**config.mk**
```make
export PLATFORM = sky130hd
export DESIGN_NAME = clock_output_control_regs
export DESIGN_NICKNAME = d
export VERILOG_FILES = /design/src/inc/clkregs_pkg.sv /design/src/rtl/line_edges.sv /design/src/rtl/stop_align.sv /design/src/rtl/clock_output_control_regs.sv
export SDC_FILE = /design/constraint.sdc
export NUM_CORES = 1
export LEC_CHECK = 0
export BUFFER_PORTS_ARGS = -buffer_cell sky130_fd_sc_hd__buf_2
export CAP_MARGIN = 0
export CORE_MARGIN = 3
export CORE_UTILIZATION = 40
export CTS_CLUSTER_DIAMETER = 60
export DETAILED_ROUTE_END_ITERATION = 8
export GPL_TIMING_DRIVEN = 1
export PLACE_DENSITY_LB_ADDON = 0.15
export SLEW_MARGIN = 20
export SYNTH_ARGS = -nofsm -noshare
export SYNTH_HDL_FRONTEND = slang
export SYNTH_SLANG_ARGS = --single-unit
```
**constraint.sdc**
```tcl
create_clock -name clock_i -period 5 [get_ports clock_i]
set_clock_uncertainty 0.1 [all_clocks]
set_input_delay 0.5 -clock clock_i [delete_from_list [all_inputs] [get_ports clock_i]]
set_output_delay 0.5 -clock clock_i [all_outputs]
set_load 0.005 [all_outputs]
```
**src/inc/clkregs_pkg.sv**
```systemverilog
// Purpose: Shared constants and types for the clock output control registers
// Assumes: Six 8-bit control bytes reached over a two-wire serial slave
// Notes:   Bit positions are within the byte named by the offset
package clkregs_pkg;

  localparam int         NUM_REGS         = 6;
  localparam logic [7:0] SLAVE_ADDR_BYTE  = 8'hD2;
  localparam int         CMD_BYTE_MODE    = 7;
  localparam logic [7:0] BLOCK_READ_COUNT = 8'h06;
  localparam logic [3:0] BITS_PER_BYTE    = 4'h8;
  localparam logic [3:0] LAST_TX_BIT      = 4'h7;

  localparam logic [2:0] OFS_SRC_EN    = 3'h0;
  localparam logic [2:0] OFS_MISC_EN   = 3'h1;
  localparam logic [2:0] OFS_BUS_EN    = 3'h2;
  localparam logic [2:0] OFS_SRC_STOP  = 3'h3;
  localparam logic [2:0] OFS_FREE_STOP = 3'h4;
  localparam logic [2:0] OFS_DRIVE     = 3'h5;

  localparam logic [7:0] RST_SRC_EN    = 8'hFF;
  localparam logic [7:0] RST_MISC_EN   = 8'hF6;
  localparam logic [7:0] RST_BUS_EN    = 8'hFF;
  localparam logic [7:0] RST_SRC_STOP  = 8'h00;
  localparam logic [7:0] RST_FREE_STOP = 8'h07;
  localparam logic [7:0] RST_DRIVE     = 8'h00;

  // Byte 0
  localparam int SHARED_EN_BIT    = 7;
  localparam int SRC_EN_LSB       = 1;
  // Byte 1
  localparam int FREE0_EN_BIT     = 7;
  localparam int DOT_EN_BIT       = 6;
  localparam int USB_EN_BIT       = 5;
  localparam int REF_EN_BIT       = 4;
  localparam int CPU_EN_LSB       = 1;
  localparam int SPREAD_BIT       = 0;
  // Byte 2
  localparam int PCI_EN_LSB       = 2;
  localparam int FREE_EN_LSB      = 0;
  // Byte 3
  localparam int SRC_STOP_LSB     = 1;
  localparam int SHARED_STOP_BIT  = 7;
  // Byte 4
  localparam int DOT_PD_HIZ_BIT   = 6;
  localparam int FREE_STOP_LSB    = 3;
  // Byte 5
  localparam int SRC_STOP_HIZ_BIT = 7;
  localparam int SRC_PD_HIZ_BIT   = 3;
  localparam int CPU2_PD_HIZ_BIT  = 2;
  localparam int CPU_PD_HIZ_LSB   = 0;

  typedef enum logic [3:0] {
    SV_IDLE, SV_WAIT, SV_ADDR, SV_CMD, SV_COUNT, SV_WDATA, SV_ACK, SV_TX, SV_MACK
  } serial_state_t;

  typedef struct packed {
    logic start;
    logic stop;
    logic scl_rise;
    logic scl_fall;
    logic sda;
  } line_ev_t;

  typedef struct packed {
    logic       shared_drive;
    logic       shared_run;
    logic [6:1] src_drive;
    logic [6:1] src_run;
    logic [1:0] cpu_drive;
    logic [1:0] cpu_run;
    logic [5:0] pci_drive;
    logic [5:0] pci_run;
    logic [2:0] free_drive;
    logic [2:0] free_run;
    logic       dot_drive;
    logic       dot_run;
    logic       usb_drive;
    logic       usb_run;
    logic       ref_drive;
    logic       ref_run;
    logic       spread_en;
  } clk_ctrl_t;

  typedef struct packed {
    logic scl;
    logic sda;
  } edge_state_t;

  typedef struct packed {
    logic stopped;
  } align_state_t;

  typedef struct packed {
    serial_state_t      st;
    serial_state_t      ret;
    logic [7:0]         sh;
    logic [3:0]         cnt;
    logic [6:0]         ptr;
    logic               blk;
    logic               hdr;
    logic               sda_oe;
    logic [5:0][7:0]    regs;
    clk_ctrl_t          ctl;
  } slave_state_t;

endpackage

```
**src/rtl/line_edges.sv**
```systemverilog
// Purpose: Start, stop and clock edge events of the two-wire serial bus
// Assumes: Both lines already synchronous to clock_i
// Notes:   Events are one-cycle pulses, combinational from the last sample
`timescale 1ns/1ns
module line_edges (
  input  wire logic                 clock_i,
  input  wire logic                 nrst_i,
  input  wire logic                 scl_i,
  input  wire logic                 sda_i,
  output clkregs_pkg::line_ev_t     ev_o
);
  import clkregs_pkg::*;

  edge_state_t s_r;
  edge_state_t s_nxt;

  always_comb begin
    s_nxt.scl = scl_i;
    s_nxt.sda = sda_i;
    if (!nrst_i) begin
      // Idle bus level, so release of reset makes no false edge
      s_nxt = '{scl: 1'b1, sda: 1'b1};
    end
  end

  always_ff @(posedge clock_i) begin
    s_r <= s_nxt;
  end

  always_comb begin
    ev_o.start    = s_r.scl & scl_i & s_r.sda & ~sda_i;
    ev_o.stop     = s_r.scl & scl_i & ~s_r.sda & sda_i;
    ev_o.scl_rise = ~s_r.scl & scl_i;
    ev_o.scl_fall = s_r.scl & ~scl_i;
    ev_o.sda      = sda_i;
  end

endmodule // line_edges

```
**src/rtl/stop_align.sv**
```systemverilog
// Purpose: Aligns the software stop to the common low phase of the outputs
// Assumes: phase_tick_i pulses when every stoppable output sits low
// Notes:   Entry and exit both wait for a tick, so no short pulse is cut
`timescale 1ns/1ns
module stop_align (
  input  wire logic clock_i,
  input  wire logic nrst_i,
  input  wire logic stop_req_i,
  input  wire logic phase_tick_i,
  output logic      stopped_o
);
  import clkregs_pkg::*;

  align_state_t s_r;
  align_state_t s_nxt;

  always_comb begin
    s_nxt = s_r;
    if (phase_tick_i) begin
      s_nxt.stopped = stop_req_i;
    end
    if (!nrst_i) begin
      s_nxt.stopped = 1'b0;
    end
  end

  always_ff @(posedge clock_i) begin
    s_r <= s_nxt;
  end

  assign stopped_o = s_r.stopped;

endmodule // stop_align

```
**src/rtl/clock_output_control_regs.sv**
```systemverilog
// Purpose: Six control bytes of a multi-output clock synthesizer, their
//          two-wire serial slave, and the per-output drive and run gating
// Assumes: Serial lines and control pins synchronous to clock_i; the
//          synthesis logic honours each drive (else Hi-Z) and run (else low)
// Notes:   Bytes at offsets 6 and above read as zero and ignore writes
// Operation
// - Byte0 bit7 enables shared CPU2/SRC7 output
// - Byte0 bits6..1 enable SRC outputs 6..1
// - Byte1 bits 7,5,4: free0, USB, reference enables
// - Byte1 bit6 enables 96 MHz display clock
// - Byte1 bits2,1 enable CPU outputs 1,0
// - Byte1 bit0 turns spread spectrum on
// - Byte2 enables bus clocks and free clocks
// - Byte3 bits7..1 make SRC outputs stoppable
// - Byte4 bits5..3 make free clocks stoppable
// - Byte4 bit6 display clock Hi-Z in power-down
// - Byte5 bit7 stopped SRC outputs Hi-Z
// - Byte5 bit3 SRC outputs Hi-Z in power-down
// - Byte5 bits2..0 CPU outputs Hi-Z in power-down
// - Stop and restart synchronously, without short pulses
// - All bytes load defaults at power-up
// - Slave address D2h; command selects byte/block
`timescale 1ns/1ns
module clock_output_control_regs (
  input  wire logic             clock_i,
  input  wire logic             nrst_i,
  input  wire logic             scl_i,
  input  wire logic             sda_i,
  output logic                  sda_o,
  output logic                  sda_oe_o,
  input  wire logic             power_down_input_i,
  input  wire logic             software_bus_clock_stop_n_i,
  input  wire logic             debug_port_clock_select_i,
  input  wire logic             stop_phase_tick_i,
  output clkregs_pkg::clk_ctrl_t ctrl_o
);
  import clkregs_pkg::*;

  slave_state_t s_r;
  slave_state_t s_nxt;
  line_ev_t     ev;
  logic         stopped;
  logic [7:0]   rbyte;
  logic [7:0]   txb;
  clk_ctrl_t    ctl_c;

  line_edges u_edges (
    .clock_i (clock_i),
    .nrst_i  (nrst_i),
    .scl_i   (scl_i),
    .sda_i   (sda_i),
    .ev_o    (ev)
  );

  stop_align u_align (
    .clock_i      (clock_i),
    .nrst_i       (nrst_i),
    .stop_req_i   (~software_bus_clock_stop_n_i),
    .phase_tick_i (stop_phase_tick_i),
    .stopped_o    (stopped)
  );

  // Control bytes as named views of the register image
  logic [7:0] r_src_en;
  logic [7:0] r_misc_en;
  logic [7:0] r_bus_en;
  logic [7:0] r_src_stop;
  logic [7:0] r_free_stop;
  logic [7:0] r_drive;

  assign r_src_en    = s_r.regs[OFS_SRC_EN];
  assign r_misc_en   = s_r.regs[OFS_MISC_EN];
  assign r_bus_en    = s_r.regs[OFS_BUS_EN];
  assign r_src_stop  = s_r.regs[OFS_SRC_STOP];
  assign r_free_stop = s_r.regs[OFS_FREE_STOP];
  assign r_drive     = s_r.regs[OFS_DRIVE];

  logic pd;
  assign pd = power_down_input_i;

  // Unmapped offsets read zero rather than aliasing a real byte
  assign rbyte = (s_r.ptr < 7'(NUM_REGS)) ? s_r.regs[s_r.ptr[2:0]] : 8'h00;
  assign txb   = s_r.hdr ? BLOCK_READ_COUNT : rbyte;

  // SRC outputs 6..1: enable, stop mask, stop and power-down drive modes
  logic [6:1] src_en;
  logic [6:1] src_halt;
  logic [6:1] src_run_w;
  logic [6:1] src_drive_w;

  assign src_en = r_src_en[SRC_EN_LSB +: 6];

  for (genvar i = 1; i <= 6; i++) begin : g_src
    assign src_halt[i]    = stopped & r_src_stop[SRC_STOP_LSB + i - 1];
    assign src_run_w[i]   = src_en[i] & ~pd & ~src_halt[i];
    assign src_drive_w[i] = src_en[i]
                          & ~(pd & r_drive[SRC_PD_HIZ_BIT])
                          & ~(src_halt[i] & r_drive[SRC_STOP_HIZ_BIT]);
  end

  // Shared pair acts as CPU2 when the debug select is high, else as SRC7
  logic sh_en;
  logic sh_halt;
  logic sh_pd_hiz;
  logic [2:0] free_en;
  logic [2:0] free_halt;
  logic [1:0] cpu_en;

  assign sh_en     = r_src_en[SHARED_EN_BIT];
  assign sh_halt   = ~debug_port_clock_select_i & stopped
                   & r_src_stop[SHARED_STOP_BIT];
  assign sh_pd_hiz = debug_port_clock_select_i ? r_drive[CPU2_PD_HIZ_BIT]
                                               : r_drive[SRC_PD_HIZ_BIT];
  assign free_en   = {r_bus_en[FREE_EN_LSB +: 2], r_misc_en[FREE0_EN_BIT]};
  assign free_halt = {3{stopped}} & r_free_stop[FREE_STOP_LSB +: 3];
  assign cpu_en    = r_misc_en[CPU_EN_LSB +: 2];

  always_comb begin
    ctl_c.shared_run   = sh_en & ~pd & ~sh_halt;
    ctl_c.shared_drive = sh_en & ~(pd & sh_pd_hiz)
                       & ~(sh_halt & r_drive[SRC_STOP_HIZ_BIT]);
    ctl_c.src_run      = src_run_w;
    ctl_c.src_drive    = src_drive_w;
    ctl_c.cpu_run      = cpu_en & {2{~pd}};
    ctl_c.cpu_drive    = cpu_en
                       & ~({2{pd}} & r_drive[CPU_PD_HIZ_LSB +: 2]);
    // Bus clocks always obey the stop; they are held low, never Hi-Z
    ctl_c.pci_drive    = r_bus_en[PCI_EN_LSB +: 6];
    ctl_c.pci_run      = r_bus_en[PCI_EN_LSB +: 6] & {6{~pd & ~stopped}};
    ctl_c.free_drive   = free_en;
    ctl_c.free_run     = free_en & {3{~pd}} & ~free_halt;
    ctl_c.dot_drive    = r_misc_en[DOT_EN_BIT]
                       & ~(pd & r_free_stop[DOT_PD_HIZ_BIT]);
    ctl_c.dot_run      = r_misc_en[DOT_EN_BIT] & ~pd;
    ctl_c.usb_drive    = r_misc_en[USB_EN_BIT];
    ctl_c.usb_run      = r_misc_en[USB_EN_BIT] & ~pd;
    ctl_c.ref_drive    = r_misc_en[REF_EN_BIT];
    ctl_c.ref_run      = r_misc_en[REF_EN_BIT] & ~pd;
    ctl_c.spread_en    = r_misc_en[SPREAD_BIT];
  end

  // Serial slave and register file
  always_comb begin
    s_nxt     = s_r;
    s_nxt.ctl = ctl_c;
    if (ev.start) begin
      // A repeated start keeps the pointer and the access mode
      s_nxt.st     = SV_ADDR;
      s_nxt.cnt    = 4'h0;
      s_nxt.sda_oe = 1'b0;
    end else if (ev.stop) begin
      s_nxt.st     = SV_IDLE;
      s_nxt.sda_oe = 1'b0;
    end else begin
      case (s_r.st)
        SV_ADDR, SV_CMD, SV_COUNT, SV_WDATA: begin
          if (ev.scl_rise) begin
            s_nxt.sh  = {s_r.sh[6:0], ev.sda};
            s_nxt.cnt = s_r.cnt + 4'h1;
          end
          // First fall after a start precedes any data bit; cnt is zero
          if (ev.scl_fall && s_r.cnt == BITS_PER_BYTE) begin
            s_nxt.st     = SV_ACK;
            s_nxt.sda_oe = 1'b1;
            case (s_r.st)
              SV_ADDR: begin
                if (s_r.sh[7:1] == SLAVE_ADDR_BYTE[7:1]) begin
                  s_nxt.hdr = s_r.sh[0] & s_r.blk;
                  s_nxt.ret = s_r.sh[0] ? SV_TX : SV_CMD;
                end else begin
                  // Not our address: stay off the bus until the next start
                  s_nxt.st     = SV_WAIT;
                  s_nxt.sda_oe = 1'b0;
                end
              end
              SV_CMD: begin
                s_nxt.blk = ~s_r.sh[CMD_BYTE_MODE];
                s_nxt.ptr = s_r.sh[CMD_BYTE_MODE] ? s_r.sh[6:0] : 7'h00;
                s_nxt.ret = s_r.sh[CMD_BYTE_MODE] ? SV_WDATA : SV_COUNT;
              end
              SV_COUNT: begin
                // Count is taken as a formality; the stop ends the block
                s_nxt.ret = SV_WDATA;
              end
              default: begin
                if (s_r.ptr < 7'(NUM_REGS)) begin
                  s_nxt.regs[s_r.ptr[2:0]] = s_r.sh;
                end
                s_nxt.ptr = s_r.ptr + 7'h01;
                s_nxt.ret = SV_WDATA;
              end
            endcase
          end
        end
        SV_ACK: begin
          if (ev.scl_fall) begin
            s_nxt.st  = s_r.ret;
            s_nxt.cnt = 4'h0;
            if (s_r.ret == SV_TX) begin
              s_nxt.sh     = txb;
              s_nxt.sda_oe = ~txb[7];
            end else begin
              s_nxt.sda_oe = 1'b0;
            end
          end
        end
        SV_TX: begin
          if (ev.scl_fall) begin
            if (s_r.cnt == LAST_TX_BIT) begin
              s_nxt.st     = SV_MACK;
              s_nxt.sda_oe = 1'b0;
            end else begin
              s_nxt.sh     = {s_r.sh[6:0], 1'b0};
              s_nxt.cnt    = s_r.cnt + 4'h1;
              s_nxt.sda_oe = ~s_r.sh[6];
            end
          end
        end
        SV_MACK: begin
          if (ev.scl_rise) begin
            if (ev.sda) begin
              // Master declined more data
              s_nxt.st = SV_WAIT;
            end else begin
              // Next byte is loaded on the coming fall, as after an ack
              s_nxt.st  = SV_ACK;
              s_nxt.ret = SV_TX;
              s_nxt.hdr = 1'b0;
              if (!s_r.hdr) begin
                s_nxt.ptr = s_r.ptr + 7'h01;
              end
            end
          end
        end
        SV_IDLE, SV_WAIT: begin
          s_nxt.sda_oe = 1'b0;
        end
        default: begin
          s_nxt.st     = SV_IDLE;
          s_nxt.sda_oe = 1'b0;
        end
      endcase
    end
    if (!nrst_i) begin
      s_nxt.st     = SV_IDLE;
      s_nxt.ret    = SV_IDLE;
      s_nxt.sh     = 8'h00;
      s_nxt.cnt    = 4'h0;
      s_nxt.ptr    = 7'h00;
      s_nxt.blk    = 1'b0;
      s_nxt.hdr    = 1'b0;
      s_nxt.sda_oe = 1'b0;
      s_nxt.ctl    = '0;
      // Defaults make serial configuration optional
      s_nxt.regs   = {RST_DRIVE, RST_FREE_STOP, RST_SRC_STOP,
                      RST_BUS_EN, RST_MISC_EN, RST_SRC_EN};
    end
  end

  always_ff @(posedge clock_i) begin
    s_r <= s_nxt;
  end

  // Open drain: the line is only ever pulled low
  assign sda_o    = 1'b0;
  assign sda_oe_o = s_r.sda_oe;
  assign ctrl_o   = s_r.ctl;

endmodule // clock_output_control_regs

```
==> impl_metrics.csv, run 1 <==
group,metric,value,unit
synth,syn_inst,650,
worst_setup_path,r2r-start,"s_r[119]$_SDFFE_PP0P_",
power,power.density,367,nW/um^2
floorplanning,fp.dieArea,16300,um^2
min_path,worstHoldStart,"software_bus_clock_stop_n_i",
sta,max-slew-margin-rel,34.9,%
cts,ctsHtreeMaxLevel,4,
synth,yosysMostFrequentCell,"dfxtp_1",
synth,yosys-top-cells-area,"dfxtp_1 (42%), mux2i_1 (6.3%), buf_4 (5.6%), nand2_1 (5.5%), and2_1 (3.0%)",
sta,period_needed,2790,ps
floorplanning,die_w,128,um
synth,synthArstFlopShare,0,%
min_path,hold_depth,2,
synth,ys_ff_latch,123,
synth,syn_nets,661,
drt,antenna_left,0,
final_layout,n_antenna_cell,0,
worst_setup_path,cpPeakStageDelay,940,ps
worst_setup_path,endpoint_kind,"register",
sta,rsz0062_at_grt,"false",
drt,wl_per_cell,17.7,um
placement,dp_slack,2030,ps
placement,routabilityCongestion,0.867,
grt,grt_overflow,0,
grt,grt_max_degree,59,
grt,top_usage_layer,"met2",
placement,dp.final_hpwl,10000,um
sta,setup_violations,0,
sta,period_share,55.9,%
grt,grt_pass1_vias,4341,
worst_setup_path,cpMaxStageDelayCell,"nor4_4",
synth,avgSynthCellArea,9.10,um^2
floorplanning,ioPinCount,53,
worst_setup_path,reg2reg_depth,3,
worst_setup_path,cp_top_family,"simple AND/OR/NAND/NOR gates",
synth,yosysWarnings,0,
drt,routed_via_density,5.55,
final_layout,drive_above_1_share,19.0,%
synth,syn_area,5920,um^2
sta,worst_pin_slew,969,ps
worst_setup_path,path_cells,"nand3_1 -> nor4_4 -> mux2_2",
worst_setup_path,r2r_slack,2210,ps
cts,postCtsSetupBuffers,0,
floorplanning,fp.coreArea,14100,um^2
sta,drv_slew,0,
run_status,outcome,"complete, no violations",
worst_setup_path,cp_max_fo,19,
worst_setup_path,worstPathRequired,5200,ps
power,total_power,2.40,mW
sta,setup_tns,0,ps
synth,synthFlopType,"dfxtp_1",
cts,clkTransAtPathRegs,60,ps
worst_setup_path,path_buf_inv,0,
cts,clk_latency,420,ps
final_layout,synthToLayoutAreaGrowth,10.4,%
synth,synth.mux.area_fraction,9.88,%
final_layout,stdcell_count,827,
synth,netlist-cell-type-count,75,
synth,synth_seq_area_share,41.6,%
min_path,holdPathEnd,"u_align.stopped_o$_SDFFE_PN0P_",
power,leakage,2.46,nW
power,ir_drop,0.209,mV
sta,hold_viol,0,
drt,drc_errors,0,
final_layout,nets,645,
drt,firstDrtPassIters,4,
worst_setup_path,worstPathArrival,2990,ps
sta,fin_ws,2210,ps
synth,synth_enable_flop_cells,0,
drt,drt-initial-drc-count,370,
worst_setup_path,crit_type,"register to register",
floorplanning,start_util,41.8,%
grt,grt_pass1_wl,23500,um
synth,synth_top_family_by_area,"simple AND/OR/NAND/NOR gates",
final_layout,fillCellCount,1365,
synth,synth_area_leader_cell,"dfxtp_1",
job,maxCapViolCount,0,
cts,cts_buffers,17,
synth,synthSimpleGateAreaFrac,23.7,%
min_path,hp-class,"input port to register",
synth,synth_compound_area_share,13.2,%
synth,synth_top_cell_area_share,41.6,%
drt,wirelength,14700,um
cts,cts.path.max_buffers,2,
synth,synth_xor_area_share,1.04,%
final_layout,fin_util,46.2,%
worst_setup_path,critPathLaunchType,"register",
cts,cts_tree,"built",
sta,max_clock_freq,0.358,GHz
synth,synth_fa_ha_area_share,0.804,%
cts,root_buffer,"clkbuf_16",
cts,cts_resized,0,
floorplanning,die_y,128,um
grt,use_met3,3.93,%
grt,grtUsageTotal,18.4,%
grt,antenna_found_initial,0,
floorplanning,fp-row-count,43,
cts,cts_hold_buffers,0,
cts,clkSinkCount,123,
drt,vias,4587,
grt,grt_use_met1,23.3,%
placement,dp_cells,795,
synth,netlist_top_cells_count,"dfxtp_1 (123), nand2_1 (87), buf_4 (44)",
grt,use_met2,30.3,%
placement,io_buffers,51,
-- metrics by stage --
step | area [um^2] | hold slack, ps
2_1_floorplan | 5920 | 317
3_3_place_gp | 5890 | 344
3_5_place_dp | 5890 | 358
4_1_cts | 6530 | 155
5_1_grt | 6530 | 166
6_report | 6530 | 168
-- cell usage in the layout, fill, tap and decap left out, types with 4 or more instances in the layout --
cell type  count
a21oi_1       22
xnor2_1        4
nand2_1       87
buf_2         51
nand3_1       22
mux2i_1       37
and2_1        28
mux2_2        11
nor2b_1        4
inv_1          7
mux4_2         4
a211oi_1       9
o21ai_0       21
o211ai_1       6
dfxtp_1      123
o31ai_1        5
buf_4          5
bufinv_16      4
a22oi_1        5
a31o_2         5
nand2b_1       8
clkbuf_16     17
a31o_1         8
nor2_1        36
nor4_4         6
and3_1        17
nor3_1         9
-- worst max path at each step --
| stage | from | end | depth (start not counted) |
|---|---|---|---|
| 2_1_floorplan | s_r[101]$_SDFFE_PP0P_ | register | 8 |
| 3_3_place_gp | scl_i | s_r[105]$_SDFFE_PN0P_ | 6 |
| 3_5_place_dp | s_r[120]$_SDFFE_PP0P_ | s_r[112]$_SDFFE_PN0P_ | 5 |
| 4_1_cts | s_r[120]$_SDFFE_PP0P_ | s_r[112]$_SDFFE_PN0P_ | 5 |
| 5_1_grt | s_r[119]$_SDFFE_PP0P_ | register | 3 |
| 6_report | s_r[119]$_SDFFE_PP0P_ | register | 3 |
-- worst reg2reg max path, cell delays in order (launching register included) --
cell	delay, ps
dfxtp_1	710
nand3_1	510
nor4_4	940
mux2_2	420
-- metal layers --
metal / vias up / wire (um)
met5: - / 0
met4: 0 / 290
met3: 20 / 620
met2: 114 / 7060
met1: 2234 / 6710
li1: 2219 / -
-- cells by family after synthesis --
kind of cell,count (synthesis)
XOR/XNOR,7
flip-flops,123
buffers and inverters,100
adder cells (fa/ha/maj),4
multiplexers,52
AND/OR/NAND/NOR,250
other,1
AO/OA/AOI/OAI,113
-- final cells by class --
cell class,instances,area (um^2),area share (%)
Multi-Input combinational cell,427,2890,44.2
Sequential cell,123,2460,37.7
Clock buffer,19,443,6.78
Timing Repair Buffer,56,293,4.48
Tap cell,180,225,3.45
Clock inverter,13,190,2.91
Inverter,9,33.8,0.517
-- power breakdown --
| part | switching [mW] | leakage [nW] | internal, mW |
|---|---|---|---|
| registers | 0.00936 | 1.01 | 1.00 |
| logic | 0.0431 | 1.15 | 0.0304 |
| clock network | 0.463 | 0.308 | 0.852 |
| total | 0.516 | 2.46 | 1.88 |
(Power assumes the default switching activity.)
==> run 2: changes to the inputs <==
- clock period: 5 -> 2.8 ns (I/O delays scaled with it)
==> impl_metrics.csv, run 2 (synthesis results as in run 1) <==
group,metric,value,unit
run_status,outcome,"complete, no violations",
sta,max_clock_freq,0.394,GHz
min_path,hp-class,"input port to register",
drt,antenna_left,0,
grt,grt_pass1_vias,4470,
worst_setup_path,path_buf_inv,2,
sta,timing.hold.ws,57.8,ps
sta,worst_pin_slew,904,ps
drt,wl_per_cell,17.4,um
worst_setup_path,cpMaxStageDelayCell,"or4b_1",
cts,root_buffer,"clkbuf_16",
worst_setup_path,path_cells,"buf_4 -> or4b_1 -> nor3_2 -> o32ai_1 -> buf_4 -> o311a_1",
floorplanning,die_w,128,um
sta,period_needed,2540,ps
power,leakage,2.57,nW
worst_setup_path,crit_top_cell,"buf_4",
floorplanning,fp-row-count,43,
cts,cts.path.max_buffers,2,
floorplanning,die_y,128,um
placement,io_buffers,51,
worst_setup_path,crit_type,"register to register",
floorplanning,ioPinCount,53,
drt,vias,4592,
grt,grtUsageTotal,19.0,%
placement,dp_slack,293,ps
final_layout,fillCellCount,1380,
grt,grt_pass1_wl,24200,um
cts,clkTransAtPathRegs,60,ps
sta,fin_ws,263,ps
worst_setup_path,cpPeakStageDelay,670,ps
worst_setup_path,cp_max_fo,14,
grt,grt_max_degree,61,
drt,drt-initial-drc-count,310,
cts,cts_tree,"built",
drt,drc_errors,0,
worst_setup_path,endpoint_kind,"register",
cts,clkSinkCount,123,
worst_setup_path,worstPathArrival,2740,ps
sta,rsz0062_at_grt,"false",
floorplanning,start_util,41.8,%
drt,routed_via_density,5.40,
grt,antenna_found_initial,0,
drt,wirelength,14800,um
worst_setup_path,worstPathRequired,3000,ps
final_layout,synthToLayoutAreaGrowth,13.4,%
sta,period_share,90.6,%
cts,cts_resized,0,
final_layout,nets,670,
cts,cts_buffers,17,
final_layout,drive_above_1_share,21.5,%
final_layout,fin_util,47.4,%
sta,setup_violations,0,
sta,drv_slew,0,
final_layout,n_antenna_cell,0,
power,ir_drop,0.413,mV
sta,max-slew-margin-rel,39.5,%
power,power.density,631,nW/um^2
floorplanning,fp.coreArea,14100,um^2
sta,setup_tns,0,ps
placement,routabilityCongestion,0.831,
drt,firstDrtPassIters,5,
cts,clk_latency,420,ps
grt,grt_overflow,0,
placement,dp.final_hpwl,10400,um
floorplanning,fp.dieArea,16300,um^2
worst_setup_path,cp_top_family,"simple AND/OR/NAND/NOR gates",
job,maxCapViolCount,0,
worst_setup_path,critPathLaunchType,"register",
final_layout,layout_common_cells,"dfxtp_1 (123), nand2_1 (87), buf_2 (51)",
cts,ctsHtreeMaxLevel,4,
sta,hold_viol,0,
final_layout,final_common_cell,"dfxtp_1",
power,total_power,4.23,mW
run 2: changes by cell type in the layout (fill, tap and decap cells not counted):
cell and change:
clkinvlp_4 +2, clkinv_4 -1, dlygate4sd3_1 +2, clkbuf_1 +1, buf_4 +23, inv_6 -3
run 2: layer usage:
metal / global-route usage, % / up-vias / wire length [um]
li1: - / 2271 / -
met1: 23.9 / 2196 / 6520
met2: 31.8 / 102 / 7250
met3: 4.47 / 23 / 756
met4: 7.30 / 0 / 269
met5: 0 / - / 0
run 2: where the power goes:
part	internal [mW]	switching, mW
Clock	1.50	0.787
Combinational	0.0600	0.0812
Sequential	1.79	0.0148
run 2: metrics by stage:
step	area (um^2)	instances
after floorplan	5920	650
after global placement	6070	818
after detailed placement	6070	818
after CTS	6710	851
after global routing	6710	851
final	6710	851
run 2: path summary, 6_finish.rpt:
path,endpoint,slack (ps),cells after the start,from
hold / removal,u_edges.s_r[1]$_SDFF_PN1_,60,2,scl_i
hold reg to reg,register,360,2,register
setup / recovery,s_r[99]$_SDFFE_PN0P_,260,6,s_r[119]$_SDFFE_PP0P_
setup reg to reg,s_r[99]$_SDFFE_PN0P_,260,6,s_r[119]$_SDFFE_PP0P_
run 2: what timing repair did:
item	4_1_cts	5_1_grt
buffers inserted	0	0
endpoints found under the hold margin	1	0
hold buffers	2	0
run 2: worst reg2reg max path, delay by kind of cell (launching register included):
family,cells,cell delay [ps]
AOI/OAI and AO/OA,2,480
buffers and inverters,2,420
DFF,1,410
and+or+nand+nor,2,1010
run 2: final cells by class:
class,instances,area (um^2),area share (%)
Clock buffer,20,447,6.66
Clock inverter,11,170,2.54
Inverter,9,33.8,0.504
Multi-Input combinational cell,427,2890,43.0
Sequential cell,123,2460,36.7
Tap cell,180,225,3.36
Timing Repair Buffer,81,485,7.24
==> run 3: changes to the inputs <==
- CORE_UTILIZATION: 40 -> 59
==> impl_metrics.csv, run 3 (synthesis results as in run 1) <==
group,metric,value,unit
drt,routed_via_density,5.91,
sta,setup_violations,0,
cts,cts.path.max_buffers,2,
sta,worst_pin_slew,742,ps
floorplanning,fp.dieArea,11300,um^2
sta,setup_tns,0,ps
placement,routabilityCongestion,0.937,
floorplanning,fp-row-count,35,
power,leakage,2.60,nW
power,p_clk_share,53.6,%
floorplanning,die_y,106,um
worst_setup_path,crit_type,"register to register",
floorplanning,fp.coreArea,9500,um^2
worst_setup_path,critPathLaunchType,"register",
drt,firstDrtPassIters,5,
placement,io_buffers,51,
grt,use_met3,5.16,%
final_layout,fillCellCount,731,
drt,antenna_left,0,
final_layout,multiInputGateArea,2890,um^2
drt,wirelength,14600,um
final_layout,synthToLayoutAreaGrowth,13.0,%
power,p_int,3.25,mW
worst_setup_path,worstPathRequired,3110,ps
sta,drv_slew,0,
cts,clkSinkCount,123,
floorplanning,start_util,62.3,%
drt,vias,4755,
worst_setup_path,crit_top_cell,"buf_4",
grt,grtUsageTotal,26.3,%
power,pwr-share-seq,42.9,%
worst_setup_path,worstPathArrival,2760,ps
grt,antenna_found_initial,0,
job,maxCapViolCount,0,
sta,period_needed,2450,ps
final_layout,register_area,2460,um^2
worst_setup_path,cpPeakStageDelay,680,ps
power,ir_drop,0.382,mV
grt,grt_pass1_wl,23400,um
power,p_switching,0.947,mW
sta,period_share,87.6,%
final_layout,n_antenna_cell,0,
drt,wl_per_cell,18.1,um
worst_setup_path,cp_max_fo,14,
grt,grt_overflow,0,
grt,grt_pass1_vias,4570,
power,p_comb_share,3.5,%
sta,rsz0062_at_grt,"false",
sta,max_clock_freq,0.408,GHz
placement,dp.final_hpwl,9820,um
drt,drc_errors,0,
floorplanning,ioPinCount,53,
cts,clkTransAtPathRegs,60,ps
power,swShare,22.6,%
worst_setup_path,path_cells,"buf_4 -> or4b_1 -> nor3_2 -> o32ai_1 -> buf_4 -> o311a_1",
floorplanning,die_w,106,um
final_layout,nets,673,
final_layout,final_common_cell,"dfxtp_1",
final_layout,drive_above_1_share,21.8,%
cts,cts_buffers,17,
drt,drt-initial-drc-count,305,
grt,use_met2,46.0,%
worst_setup_path,cpMaxStageDelayCell,"or4b_1",
cts,ctsHtreeMaxLevel,4,
min_path,hp-class,"input port to register",
sta,max-slew-margin-rel,50.3,%
run_status,outcome,"complete, no violations",
grt,grt_use_met1,31.7,%
sta,hold_viol,0,
worst_setup_path,endpoint_kind,"register",
power,total_power,4.20,mW
cts,cts_tree,"built",
cts,root_buffer,"clkbuf_8",
grt,top_usage_layer,"met2",
final_layout,layout_common_cells,"dfxtp_1 (123), nand2_1 (87), buf_2 (51)",
grt,grt_max_degree,96,
cts,clk_latency,520,ps
power,power.density,628,nW/um^2
## run 3: power by group through the flow
| stage | clock network [mW] | registers, mW | logic [mW] |
|---|---|---|---|
| after detailed placement | 0 | 1.84 | 0.140 |
| after floorplan | 0 | 1.83 | 0.126 |
| after global placement | 0 | 1.84 | 0.139 |
| after global routing | 2.35 | 1.80 | 0.161 |
| final | 2.25 | 1.80 | 0.146 |
| after CTS | 2.27 | 1.80 | 0.147 |
## run 3: stage by stage
stage,util [%],instance area [um^2],cells,worst slack (ps),hold slack [ps]
6_report,70.3,6680,804,349,4.37
5_1_grt,70.3,6680,804,260,17.0
4_1_cts,70.3,6680,804,107,6.47
3_5_place_dp,63.3,6020,767,102,352
3_3_place_gp,63.3,6020,767,239,343
2_1_floorplan,-,5920,650,609,271
## run 3: layout make-up
type	instances	area share [%]
well taps	129	2.42
inverters	9	0.506
repair buffers	84	7.90
clock buffers	18	6.40
flip-flops and latches	123	36.8
clock inverters	14	2.75
multi-input cells	427	43.2
## run 3: critical path, delay by kind of cell, from the launching register on
kind,cells,cell delay [ps]
AND/OR/NAND/NOR,2,990
AO/OA/AOI/OAI,2,470
buffers and inverters,2,400
flip-flops,1,370
## run 3: worst paths after layout
check                                                from                     to  slack [ps]  cells after the start
worst min-delay path            debug_port_clock_select_i  ctrl_o[41]$_SDFF_PN0_           4                      3
worst max-delay path                s_r[118]$_SDFFE_PN0P_   s_r[99]$_SDFFE_PN0P_         350                      6
worst min register to register                   register               register         360                      2
worst max register to register      s_r[118]$_SDFFE_PN0P_   s_r[99]$_SDFFE_PN0P_         350                      6
## run 3: metal layers
layer	up-vias	wire, um
met3	27	796
met2	169	7290
met1	2294	6130
li1	2265	-
met4	0	362
met5	-	0
## run 3: what timing repair did
| action | CTS | global route |
|---|---|---|
| resized for setup | 0 | 0 |
| hold buffers | 5 | 0 |
| setup endpoints to repair | 0 | 0 |
| hold endpoints to repair | 5 | 0 |
| buffers inserted | 0 | 0 |
